===== config.mk =====
export PLATFORM = sky130hd
export DESIGN_NAME = special_regs
export DESIGN_NICKNAME = d
export VERILOG_FILES = /design/src/core/special_regs_pkg.sv /design/src/core/special_regs.sv
export SDC_FILE = /design/constraint.sdc
export NUM_CORES = 1
export LEC_CHECK = 0
export ABC_AREA = 0
export BUFFER_PORTS_ARGS = -buffer_cell sky130_fd_sc_hd__buf_2
export CORE_ASPECT_RATIO = 1.75
export CORE_MARGIN = 8
export CORE_UTILIZATION = 30
export DETAILED_ROUTE_END_ITERATION = 6
export GPL_TIMING_DRIVEN = 1
export PLACE_DENSITY = 0.55
export SYNTH_ARGS = -nofsm -noshare
export SYNTH_HDL_FRONTEND = slang
export SYNTH_SLANG_ARGS = --single-unit

===== constraint.sdc =====
create_clock -name clk -period 9.3 [get_ports clk]
set_clock_uncertainty 0.15 [all_clocks]
set_input_delay 1.86 -clock clk [delete_from_list [all_inputs] [get_ports clk]]
set_output_delay 1.86 -clock clk [all_outputs]
set_load 0.1 [all_outputs]

===== src/core/special_regs_pkg.sv =====
// package for the processor special register set
package special_regs_pkg;

  // register indices on the plain register port
  localparam logic [3:0] REG_CONDITION_CODES = 4'h0;
  localparam logic [3:0] REG_VECTOR_TABLE_BASE = 4'h1;
  localparam logic [3:0] REG_RETURN_LINK = 4'h2;
  localparam logic [3:0] REG_SYSTEM_STACK_POINTER = 4'h3;
  localparam logic [3:0] REG_USER_STACK_POINTER = 4'h4;
  localparam logic [3:0] REG_MULDIV_HIGH_WORD = 4'h5;
  localparam logic [3:0] REG_MULDIV_LOW_WORD = 4'h6;
  localparam logic [3:0] REG_ACTIVE_STACK = 4'h7;
  localparam int ADDR_W = 4;

  // condition code field positions
  localparam int CC_STACK_SELECT = 5;
  localparam int CC_INT_ENABLE = 4;
  localparam int CC_NEGATIVE = 3;
  localparam int CC_ZERO = 2;
  localparam int CC_OVERFLOW = 1;
  localparam int CC_CARRY = 0;
  localparam logic [7:0] CC_WRITE_MASK = 8'h3f;

  localparam logic [31:0] VECTOR_TABLE_BASE_RESET = 32'h000f_fc00;
  localparam logic [31:0] SYSTEM_STACK_POINTER_RESET = 32'h0000_0000;
  localparam logic [31:0] WORD_ALIGN_MASK = 32'hffff_fffc;
  localparam logic [31:0] CALL_STEP_DELAY_SLOT = 32'h0000_0004;
  localparam logic [31:0] CALL_STEP_NO_SLOT = 32'h0000_0002;
  localparam logic [31:0] STACK_WORD = 32'h0000_0004;

  // flag update from the execution unit
  typedef struct packed {
    logic update_nz;
    logic update_v;
    logic update_c;
    logic [31:0] result;
    logic overflow;
    logic carry;
  } flag_update_t;

  // call request
  typedef struct packed {
    logic call;
    logic delay_slot;
    logic [31:0] call_address;
  } call_req_t;

  // stack pointer adjust through the indirect stack register
  typedef struct packed {
    logic push;
    logic pop;
  } stack_req_t;

  // multiply / divide result load
  typedef struct packed {
    logic load_product;
    logic [63:0] product;
    logic load_divide;
    logic [31:0] remainder;
    logic [31:0] quotient;
  } muldiv_req_t;

  // event entry: vector fetch and save onto system stack
  typedef struct packed {
    logic take;
    logic [9:0] vector_offset;
  } event_req_t;

endpackage : special_regs_pkg


===== src/core/special_regs.sv =====
// processor special register set: condition codes, vector base, links, stacks, muldiv
//Contract
// (RULE_01) condition codes: stack select bit5, int enable bit4, n z v c bits3..0.
// (RULE_02) stack select 0 picks system stack pointer, 1 picks user pointer.
// (RULE_03) return from event only executed while stack select is 0.
// (RULE_04) interrupt enable 0 blocks interrupt acceptance, 1 allows it.
// (RULE_05) negative flag follows sign bit of the result.
// (RULE_06) zero flag set when result is zero, cleared otherwise.
// (RULE_07) overflow flag records two's complement overflow of the result.
// (RULE_08) carry flag records carry out or borrow of the top bit.
// (RULE_09) shifts load carry with the last bit shifted out.
// (RULE_10) reset clears stack select and interrupt enable; other flags undefined.
// (RULE_11) interrupt enabling status write may land first, re-executes identically.
// (RULE_12) divide step bits may update before an event, re-execute identically.
// (RULE_13) vector address is vector table base plus event vector offset.
// (RULE_14) low two bits of the vector address are forced to zero.
// (RULE_15) vector table base resets to 000ffc00.
// (RULE_16) software keeps vector table base at or below fffffc00.
// (RULE_17) call loads return link with address plus 4 or plus 2.
// (RULE_18) return link is a single unstacked register, reset undefined.
// (RULE_19) events save state via the system stack pointer regardless of select.
// (RULE_20) indirect stack pushes pre-decrement, pops post-increment, selected pointer.
// (RULE_21) system stack pointer resets to zero; user pointer undefined.
// (RULE_22) multiply stores full 64-bit product, high and low words.
// (RULE_23) divide leaves remainder in high word, quotient in low word.
//
// Added by the designer: the address map and strobed register access.
`timescale 1ns/1ps
module special_regs
  import special_regs_pkg::*;
(
  input wire logic clk,
  input wire logic rst_b,
  input wire logic [special_regs_pkg::ADDR_W-1:0] reg_addr,
  input wire logic [31:0] reg_wdata,
  input wire logic reg_write,
  input wire logic reg_read,
  output logic [31:0] reg_rdata,
  input wire special_regs_pkg::flag_update_t flag_update,
  input wire special_regs_pkg::call_req_t call_req,
  input wire logic return_from_call,
  input wire special_regs_pkg::stack_req_t stack_req,
  input wire special_regs_pkg::event_req_t event_req,
  input wire special_regs_pkg::muldiv_req_t muldiv_req,
  output logic [7:0] condition_codes,
  output logic [31:0] vector_fetch_address,
  output logic [31:0] event_save_address,
  output logic [31:0] active_stack_pointer,
  output logic [31:0] return_target,
  output logic [63:0] muldiv_result,
  output logic interrupts_enabled,
  output logic return_from_event_allowed
);
  import special_regs_pkg::*;

  logic [7:0] cc_q, cc_d;
  logic [31:0] vtb_q, vtb_d;
  logic [31:0] link_q, link_d;
  logic [31:0] ssp_q, ssp_d;
  logic [31:0] usp_q, usp_d;
  logic [63:0] md_q, md_d;
  logic [31:0] rdata_q, rdata_d;
  logic [31:0] vfa_q, vfa_d;
  logic [31:0] esa_q, esa_d;
  logic [31:0] asp_q, asp_d;

  // writes from software are applied first, then hardware updates,
  // so a flag event in the same cycle as a software write wins
  always_comb begin
    logic [31:0] step_sp;
    cc_d = cc_q;
    vtb_d = vtb_q;
    link_d = link_q;
    ssp_d = ssp_q;
    usp_d = usp_q;
    md_d = md_q;
    step_sp = 32'h0000_0000;
    if (reg_write) begin
      case (reg_addr)
        // a status write that opens interrupts lands here; a re-run yields the same value
        REG_CONDITION_CODES: cc_d = reg_wdata[7:0] & CC_WRITE_MASK; // RULE_01 RULE_11
        REG_VECTOR_TABLE_BASE: vtb_d = reg_wdata;
        REG_RETURN_LINK: link_d = reg_wdata;
        REG_SYSTEM_STACK_POINTER: ssp_d = reg_wdata;
        REG_USER_STACK_POINTER: usp_d = reg_wdata;
        REG_MULDIV_HIGH_WORD: md_d[63:32] = reg_wdata;
        // dividend is placed here by software before dividing
        REG_MULDIV_LOW_WORD: md_d[31:0] = reg_wdata; // RULE_23
        REG_ACTIVE_STACK: begin
          if (cc_q[CC_STACK_SELECT]) begin // RULE_02
            usp_d = reg_wdata;
          end else begin
            ssp_d = reg_wdata;
          end
        end
        default: begin
        end
      endcase
    end
    if (flag_update.update_nz) begin
      cc_d[CC_NEGATIVE] = flag_update.result[31]; // RULE_05
      cc_d[CC_ZERO] = (flag_update.result == 32'h0000_0000); // RULE_06
    end
    if (flag_update.update_v) begin
      cc_d[CC_OVERFLOW] = flag_update.overflow; // RULE_07
    end
    // for shifts the execution unit presents the last bit shifted out as carry
    if (flag_update.update_c) begin
      cc_d[CC_CARRY] = flag_update.carry; // RULE_08 RULE_09
    end
    // single link register: a nested call simply overwrites it
    if (call_req.call) begin
      link_d = call_req.call_address +
               (call_req.delay_slot ? CALL_STEP_DELAY_SLOT : CALL_STEP_NO_SLOT); // RULE_17 RULE_18
    end
    if (event_req.take) begin
      // state is pushed below the system pointer even in user mode
      ssp_d = ssp_d - STACK_WORD - STACK_WORD; // RULE_19
    end else if (stack_req.push != stack_req.pop) begin
      step_sp = cc_q[CC_STACK_SELECT] ? usp_d : ssp_d; // RULE_02
      step_sp = stack_req.push ? step_sp - STACK_WORD : step_sp + STACK_WORD; // RULE_20
      if (cc_q[CC_STACK_SELECT]) begin
        usp_d = step_sp;
      end else begin
        ssp_d = step_sp;
      end
    end
    if (muldiv_req.load_product) begin
      md_d = muldiv_req.product; // RULE_22
    end else if (muldiv_req.load_divide) begin
      md_d = {muldiv_req.remainder, muldiv_req.quotient}; // RULE_23
    end
  end

  // derived outputs are registered alongside the state
  always_comb begin
    logic [31:0] vsum;
    vsum = vtb_q + {22'h00_0000, event_req.vector_offset}; // RULE_13
    // an out-of-range base wraps silently into low memory
    vfa_d = vsum & WORD_ALIGN_MASK; // RULE_14 RULE_16
    // pre-decremented address at which the old program counter lands
    esa_d = ssp_q - STACK_WORD; // RULE_19
    // updated address: decremented after a push, incremented after a pop
    asp_d = cc_d[CC_STACK_SELECT] ? usp_d : ssp_d; // RULE_02 RULE_20
    rdata_d = 32'h0000_0000;
    if (reg_read) begin
      case (reg_addr)
        REG_CONDITION_CODES: rdata_d = {24'h00_0000, cc_q};
        REG_VECTOR_TABLE_BASE: rdata_d = vtb_q;
        REG_RETURN_LINK: rdata_d = link_q;
        REG_SYSTEM_STACK_POINTER: rdata_d = ssp_q;
        REG_USER_STACK_POINTER: rdata_d = usp_q;
        REG_MULDIV_HIGH_WORD: rdata_d = md_q[63:32];
        REG_MULDIV_LOW_WORD: rdata_d = md_q[31:0];
        REG_ACTIVE_STACK: rdata_d = cc_q[CC_STACK_SELECT] ? usp_q : ssp_q;
        default: rdata_d = 32'h0000_0000;
      endcase
    end
  end

  // undefined-at-reset registers get zero so simulation stays clean
  always_ff @(posedge clk or negedge rst_b) begin
    if (!rst_b) begin
      cc_q <= 8'h00; // RULE_10
      vtb_q <= VECTOR_TABLE_BASE_RESET; // RULE_15
      link_q <= 32'h0000_0000; // RULE_18
      ssp_q <= SYSTEM_STACK_POINTER_RESET; // RULE_21
      usp_q <= 32'h0000_0000;
      md_q <= 64'h0000_0000_0000_0000;
      rdata_q <= 32'h0000_0000;
      vfa_q <= 32'h0000_0000;
      esa_q <= 32'h0000_0000;
      asp_q <= 32'h0000_0000;
    end else begin
      cc_q <= cc_d;
      vtb_q <= vtb_d;
      link_q <= link_d;
      ssp_q <= ssp_d;
      usp_q <= usp_d;
      md_q <= md_d;
      rdata_q <= rdata_d;
      vfa_q <= vfa_d;
      esa_q <= esa_d;
      asp_q <= asp_d;
    end
  end

  // divide step bits live in the system condition field outside this block;
  // their early update before an event is harmless because the re-run matches (RULE_12)
  always_comb begin
    reg_rdata = rdata_q;
    condition_codes = cc_q;
    vector_fetch_address = vfa_q;
    event_save_address = esa_q;
    active_stack_pointer = asp_q;
    return_target = link_q; // RULE_17
    muldiv_result = md_q;
    interrupts_enabled = cc_q[CC_INT_ENABLE]; // RULE_04
    return_from_event_allowed = ~cc_q[CC_STACK_SELECT]; // RULE_03
  end

endmodule : special_regs


After elaboration in Yosys (flattened, before gate mapping)
Index checks and enable logic that the tools add are counted.
W data, S select, Z words.
{"block": "word_totals", "ramBits": 0, "output_inout_bits": 234, "latch_bits": 0, "romBits": 0, "inputBits": 255, "regBits": 324, "wordCells": 84, "n_memories": 0}
{"block": "classes", "multipliers": 0, "n_lt_le_gt_ge": 0, "div_mod_pow": 0, "n_shift": 0, "bitwise": 1, "n_reduce_logical": 21, "n_mux": 32, "n_addsub": 7, "eq_ne": 8}
{"operator": "$mux W32", "n": 20}
{"operator": "$pmux W32 S8", "n": 1}
{"operator": "$mux W64", "n": 3}
{"operator": "$pmux W32 S2", "n": 2}
{"operator": "$sub A32 B3 Y32 const B", "n": 4}
{"operator": "$add A32 B10 Y32", "n": 1}
{"operator": "$add A32 B3 Y32", "n": 1}
{"operator": "$add A32 B3 Y32 const B", "n": 1}
{"operator": "$logic_not A32 Y1", "n": 1}
{"operator": "$eq A4 B3 Y1 const B", "n": 4}
{"operator": "$reduce_and A2 Y1", "n": 8}
{"operator": "$reduce_bool A2 Y1", "n": 8}
{"operator": "$mux W6", "n": 2}
{"operator": "$reduce_bool A3 Y1", "n": 3}
{"operator": "$eq A4 B2 Y1 const B", "n": 2}
{"operator": "$eq A4 B1 Y1 const B", "n": 1}
{"operator": "$logic_not A4 Y1", "n": 1}
{"operator": "$mux W3", "n": 1}
{"operator": "$mux W1", "n": 2}
{"operator": "$mux W2", "n": 1}
{"operator": "$ne A1 B1 Y1", "n": 1}
{"operator": "$not A1 Y1", "n": 1}

Longest topological paths before layout
{"block": "logic_depth", "depth_word": 10, "ltp_mapped": 21}

Least setup slack after synthesis
Ideal clock, no wire load.
{"block": "synth_timing", "path_type": "input-to-reg", "start": "input reg_addr[2] in the netlist's numbering", "end": "register asp_q[24], in the netlist active_stack_pointer[24]", "slack_ps": 3202, "t_arrival_ps": 5823, "path_stages": 18, "n_path_buf": 4, "setup_ps": 125, "cell_sequence": "buf_2 and3b_2 a21boi_2 buf_6 buf_4 buf_2 mux2i_1 mux2i_1 ha_1 and4_1 nand3_1 o22ai_1 or3b_2 a31oi_1 mux2i_1 a21oi_1 o31a_1 mux2_2"}
{"block": "synth_via", "elab_chain_cells": 10, "word_cells_on_any_way": 23}
{"item": "start: declaration", "line": "special_regs.sv:34", "source": "input wire logic [special_regs_pkg::ADDR_W-1:0] reg_addr,"}
{"item": "branches (longest 8 deep; another with $sub A32 B3 Y32)"}
{"item": "$mux W32 *", "line": "special_regs.sv:116", "source": "if (event_req.take) begin"}
{"item": "net ssp_d[24]", "line": "special_regs.sv:59", "source": "logic [31:0] ssp_q, ssp_d;"}
{"item": "$mux W32 *", "line": "special_regs.sv:144", "source": "asp_d = cc_d[CC_STACK_SELECT] ? usp_d : ssp_d;"}
{"item": "net asp_d[24]", "line": "special_regs.sv:65", "source": "logic [31:0] asp_q, asp_d;"}
{"item": "end signal: assignment", "line": "special_regs.sv:184", "source": "asp_q <= asp_d;"}
{"item": "end: declaration", "line": "special_regs.sv:65"}
Mark *: on every way through the listed nets, which the timed path passes. The select of a mux whose other input is x is not followed.
A chain may end at the register's enable or synchronous reset.

Worst setup path in the final report
{"block": "layout_timing", "start": "input reg_write", "end": "register asp_q[26], in the netlist active_stack_pointer[26]"}
{"block": "layout_via", "elab_chain_cells": 8, "word_cells_on_any_way": 16}
{"item": "start: declaration", "line": "special_regs.sv:36", "source": "input wire logic reg_write,"}
{"item": "branches (longest 6 deep; another with $sub A32 B3 Y32)"}
{"item": "$mux W32 *", "line": "special_regs.sv:116"}
{"item": "net ssp_d[26]", "line": "special_regs.sv:59"}
{"item": "$mux W32 *", "line": "special_regs.sv:144"}
{"item": "net asp_d[26]", "line": "special_regs.sv:65"}
Marked as above.

==> metrics.yaml <==
run_status:
  outcome: "finished, final reports clean"
logic_synthesis:
  synth.most_common_cell: "dfrtp_1"
  yosys.area_share.simple_pct: 15.6
  synth_fa_ha_area_share_pct: 2.96
  synth.area.top_cells: "dfrtp_1, mux2i_1, a21oi_1"
  yosysWarnings: 0
  synth_common_cells: "dfrtp_1, nand2_1, a21oi_1"
  ys_types: 79
  synth-main-ff-cell: "dfrtp_1"
  synth_edf_count: 0
  synth_async_sr_flop_share_pct: 100
  synth_compound_area_share_pct: 17.6
  synth_seq_area_share_pct: 42.5
  synth_top_family_by_area: "compound AO/OA/AOI/OAI gates"
  postSynthCellCount: 2064
  syn_area_per_cell_um2: 9.26
  yosys_register_bits: 324
  yosysTopAreaCell: "dfrtp_1"
  syn_area_um2: 19100
  synth_top_cell_area_share_pct: 41.1
  muxShareOfSynthArea_pct: 11.8
  synthXorXnorAreaFrac_pct: 6.09
sta:
  setup-tns-final_ps: 0
  setup_viol: 0
  period_needed_ps: 6850
  tightest_slew_ps: 1110
  min_period_over_period_pct: 73.7
  slew_headroom_pct: 26.2
  drv_slew: 0
  fmax_mhz: 146
  rsz0062_at_grt: "false"
  final-hold-violation-count: 0
clock_network:
  ctsRootBufferMaster: "clkbuf_16"
  clk_pin_slew_ps: 70
  clockBufferDepth: 3
  cts_resized: 0
  ctsHoldBuffers: 0
  htree_levels: 2
  clock_latency_ps: 540
  cts_tree: "done"
  cts.sink_count: 324
  cts-buffers-inserted: 34
  post_cts_buffers: 0
setup_path:
  reg2reg_slack_ps: 3490
  crit_fanout: 21
  crit_type: "input pin to register"
  critPathLaunchType: "input pin"
  crit_end: "active_stack_pointer[26]"
  cp.required_ps: 9570
  worstReg2RegEnd: "active_stack_pointer[26]"
  r2r_cells: 16
  worst_r2r_startpoint: "condition_codes[5]"
  critPathLaunch: "reg_write"
  cp-end-kind: "register"
  cp.arrival_ps: 7130
global_route:
  grt_max_degree: 145
  overflow: 0
  grt_first_pass_wirelength_um: 122000
  grt_pass1_vias: 18100
  antenna_found_initial: 24
  grt_util_all_layers_pct: 22.7
drt:
  wirelength_um: 85300
  first_pass_iters: 6
  ant_nets: 0
  routedWlPerCell_um: 25.6
  drt_iter0_drc: 1342
  post-route-drc-count: 0
  vias: 18000
  drt-vias-per-instance: 5.41
finish:
  layout.nets: 2783
  n_fill_cell: 6459
  areaGrowthSynthToFinish_pct: 23.0
  drive_above_1_share_pct: 27.2
floorplan:
  dieWidth_um: 207
  ioPinCount: 489
  coreArea_um2: 63200
  die_h_um: 350
  core.rowCount: 122
  die_area_um2: 72400
  initial_utilization_pct: 30.3
power:
  finalPower_w: 0.00766
  p_leak_nw: 10.8
  p_per_area_nw_per_um2: 326
  ir_worst_vdd_mv: 0.196
placed_design:
  dp_hpwl_um: 65800
  place.gp.congestion: 0.938
  io_buffers: 483
min_path:
  hold_class: "register to register"
job:
  max-cap-violations: 0
-- cells by family (layout without fill, tap and decap cells) --
group	Yosys count	count (layout)
xor+xnor	133	133
mux	214	214
simple gates	643	643
flops	324	324
fa+ha+maj	44	44
other cells	1	18
buf+inv	161	603
compound gates	544	544
-- critical path, cell delays in order --
cell      delay, ps
buf_2           300
and4b_1         310
a21boi_4        810
buf_4           340
mux2i_1         380
mux2i_1         160
ha_1            390
and4_1          250
nand3_1         130
o22ai_1          90
or3b_2          540
a31oi_1         570
o21ai_0         230
xnor2_1         200
o211a_1         250
mux2_2          270
-- area by class of cell --
cell class	count	area (um^2)	share of cell area [%]
multi-input combinational	1582	10400	44.4
sequential	324	8120	34.5
timing repair buffer	515	2690	11.4
tap	806	1010	4.29
clock buffer	43	936	3.98
clock inverter	18	194	0.825
inverter	27	101	0.431
antenna	14	35.0	0.149
-- report_power, final --
group,internal (W),switching (W)
registers,0.00181,0.000347
logic,0.000977,0.00309
clock network,0.000806,0.000630
total,0.00359,0.00407
-- flip-flops by register name, indices dropped and copies added, names as in the netlist --
| signal | cells |
|---|---|
| ssp_q | 32 |
| active_stack_pointer | 32 |
| return_target | 32 |
| muldiv_result | 64 |
| condition_codes | 6 |
| vtb_q | 32 |
| vector_fetch_address | 30 |
| usp_q | 32 |
| event_save_address | 32 |
| reg_rdata | 32 |
-- per-stage QoR --
step / cell area (um^2) / setup WS [ps] / util (%) / hold slack (ps) / std cells
floorplan: 19100 / 3200 / - / 218 / 2067
global placement: 22400 / 2010 / 35.4 / 239 / 3254
detailed placement: 22400 / 1960 / 35.4 / 248 / 3254
CTS: 23500 / 2530 / 37.2 / 268 / 3315
global route: 23500 / 2240 / 37.2 / 283 / 3320
finish: 23500 / 2450 / 37.2 / 263 / 3329
-- worst min path at each step --
stage                         from                    end  slack (ps)  cells past startpoint
after floorplan           ssp_q[0]  event_save_address[0]         220                      0
after global placement    ssp_q[0]  event_save_address[0]         240                      0
after detailed placement  ssp_q[0]  event_save_address[0]         250                      0
after CTS                 ssp_q[0]  event_save_address[0]         270                      0
after global routing      ssp_q[0]  event_save_address[0]         280                      0
final                     ssp_q[0]  event_save_address[0]         260                      0
-- metal layers --
metal / global-route usage (%) / part of all wire, % / wire, um
met5: 0 / 0.16 / 140
met1: 26.5 / 39 / 33000
met3: 6.31 / 8.4 / 7130
met4: 9.81 / 4.4 / 3710
met2: 38.3 / 48 / 41300
-- placed cells by master, fill, tap and decap left out, types with 38 or more instances in the layout --
cell       n
o21ai_0  134
xor2_1    58
dfrtp_1  314
a21oi_1  197
a31oi_1   42
mux2_2    65
buf_2    480
nand3_1   43
mux2i_1  143
nor2b_1   38
xnor2_1   75
ha_1      42
nand2_1  247
nor2_1   160
Power figures use the tool's default switching activity.
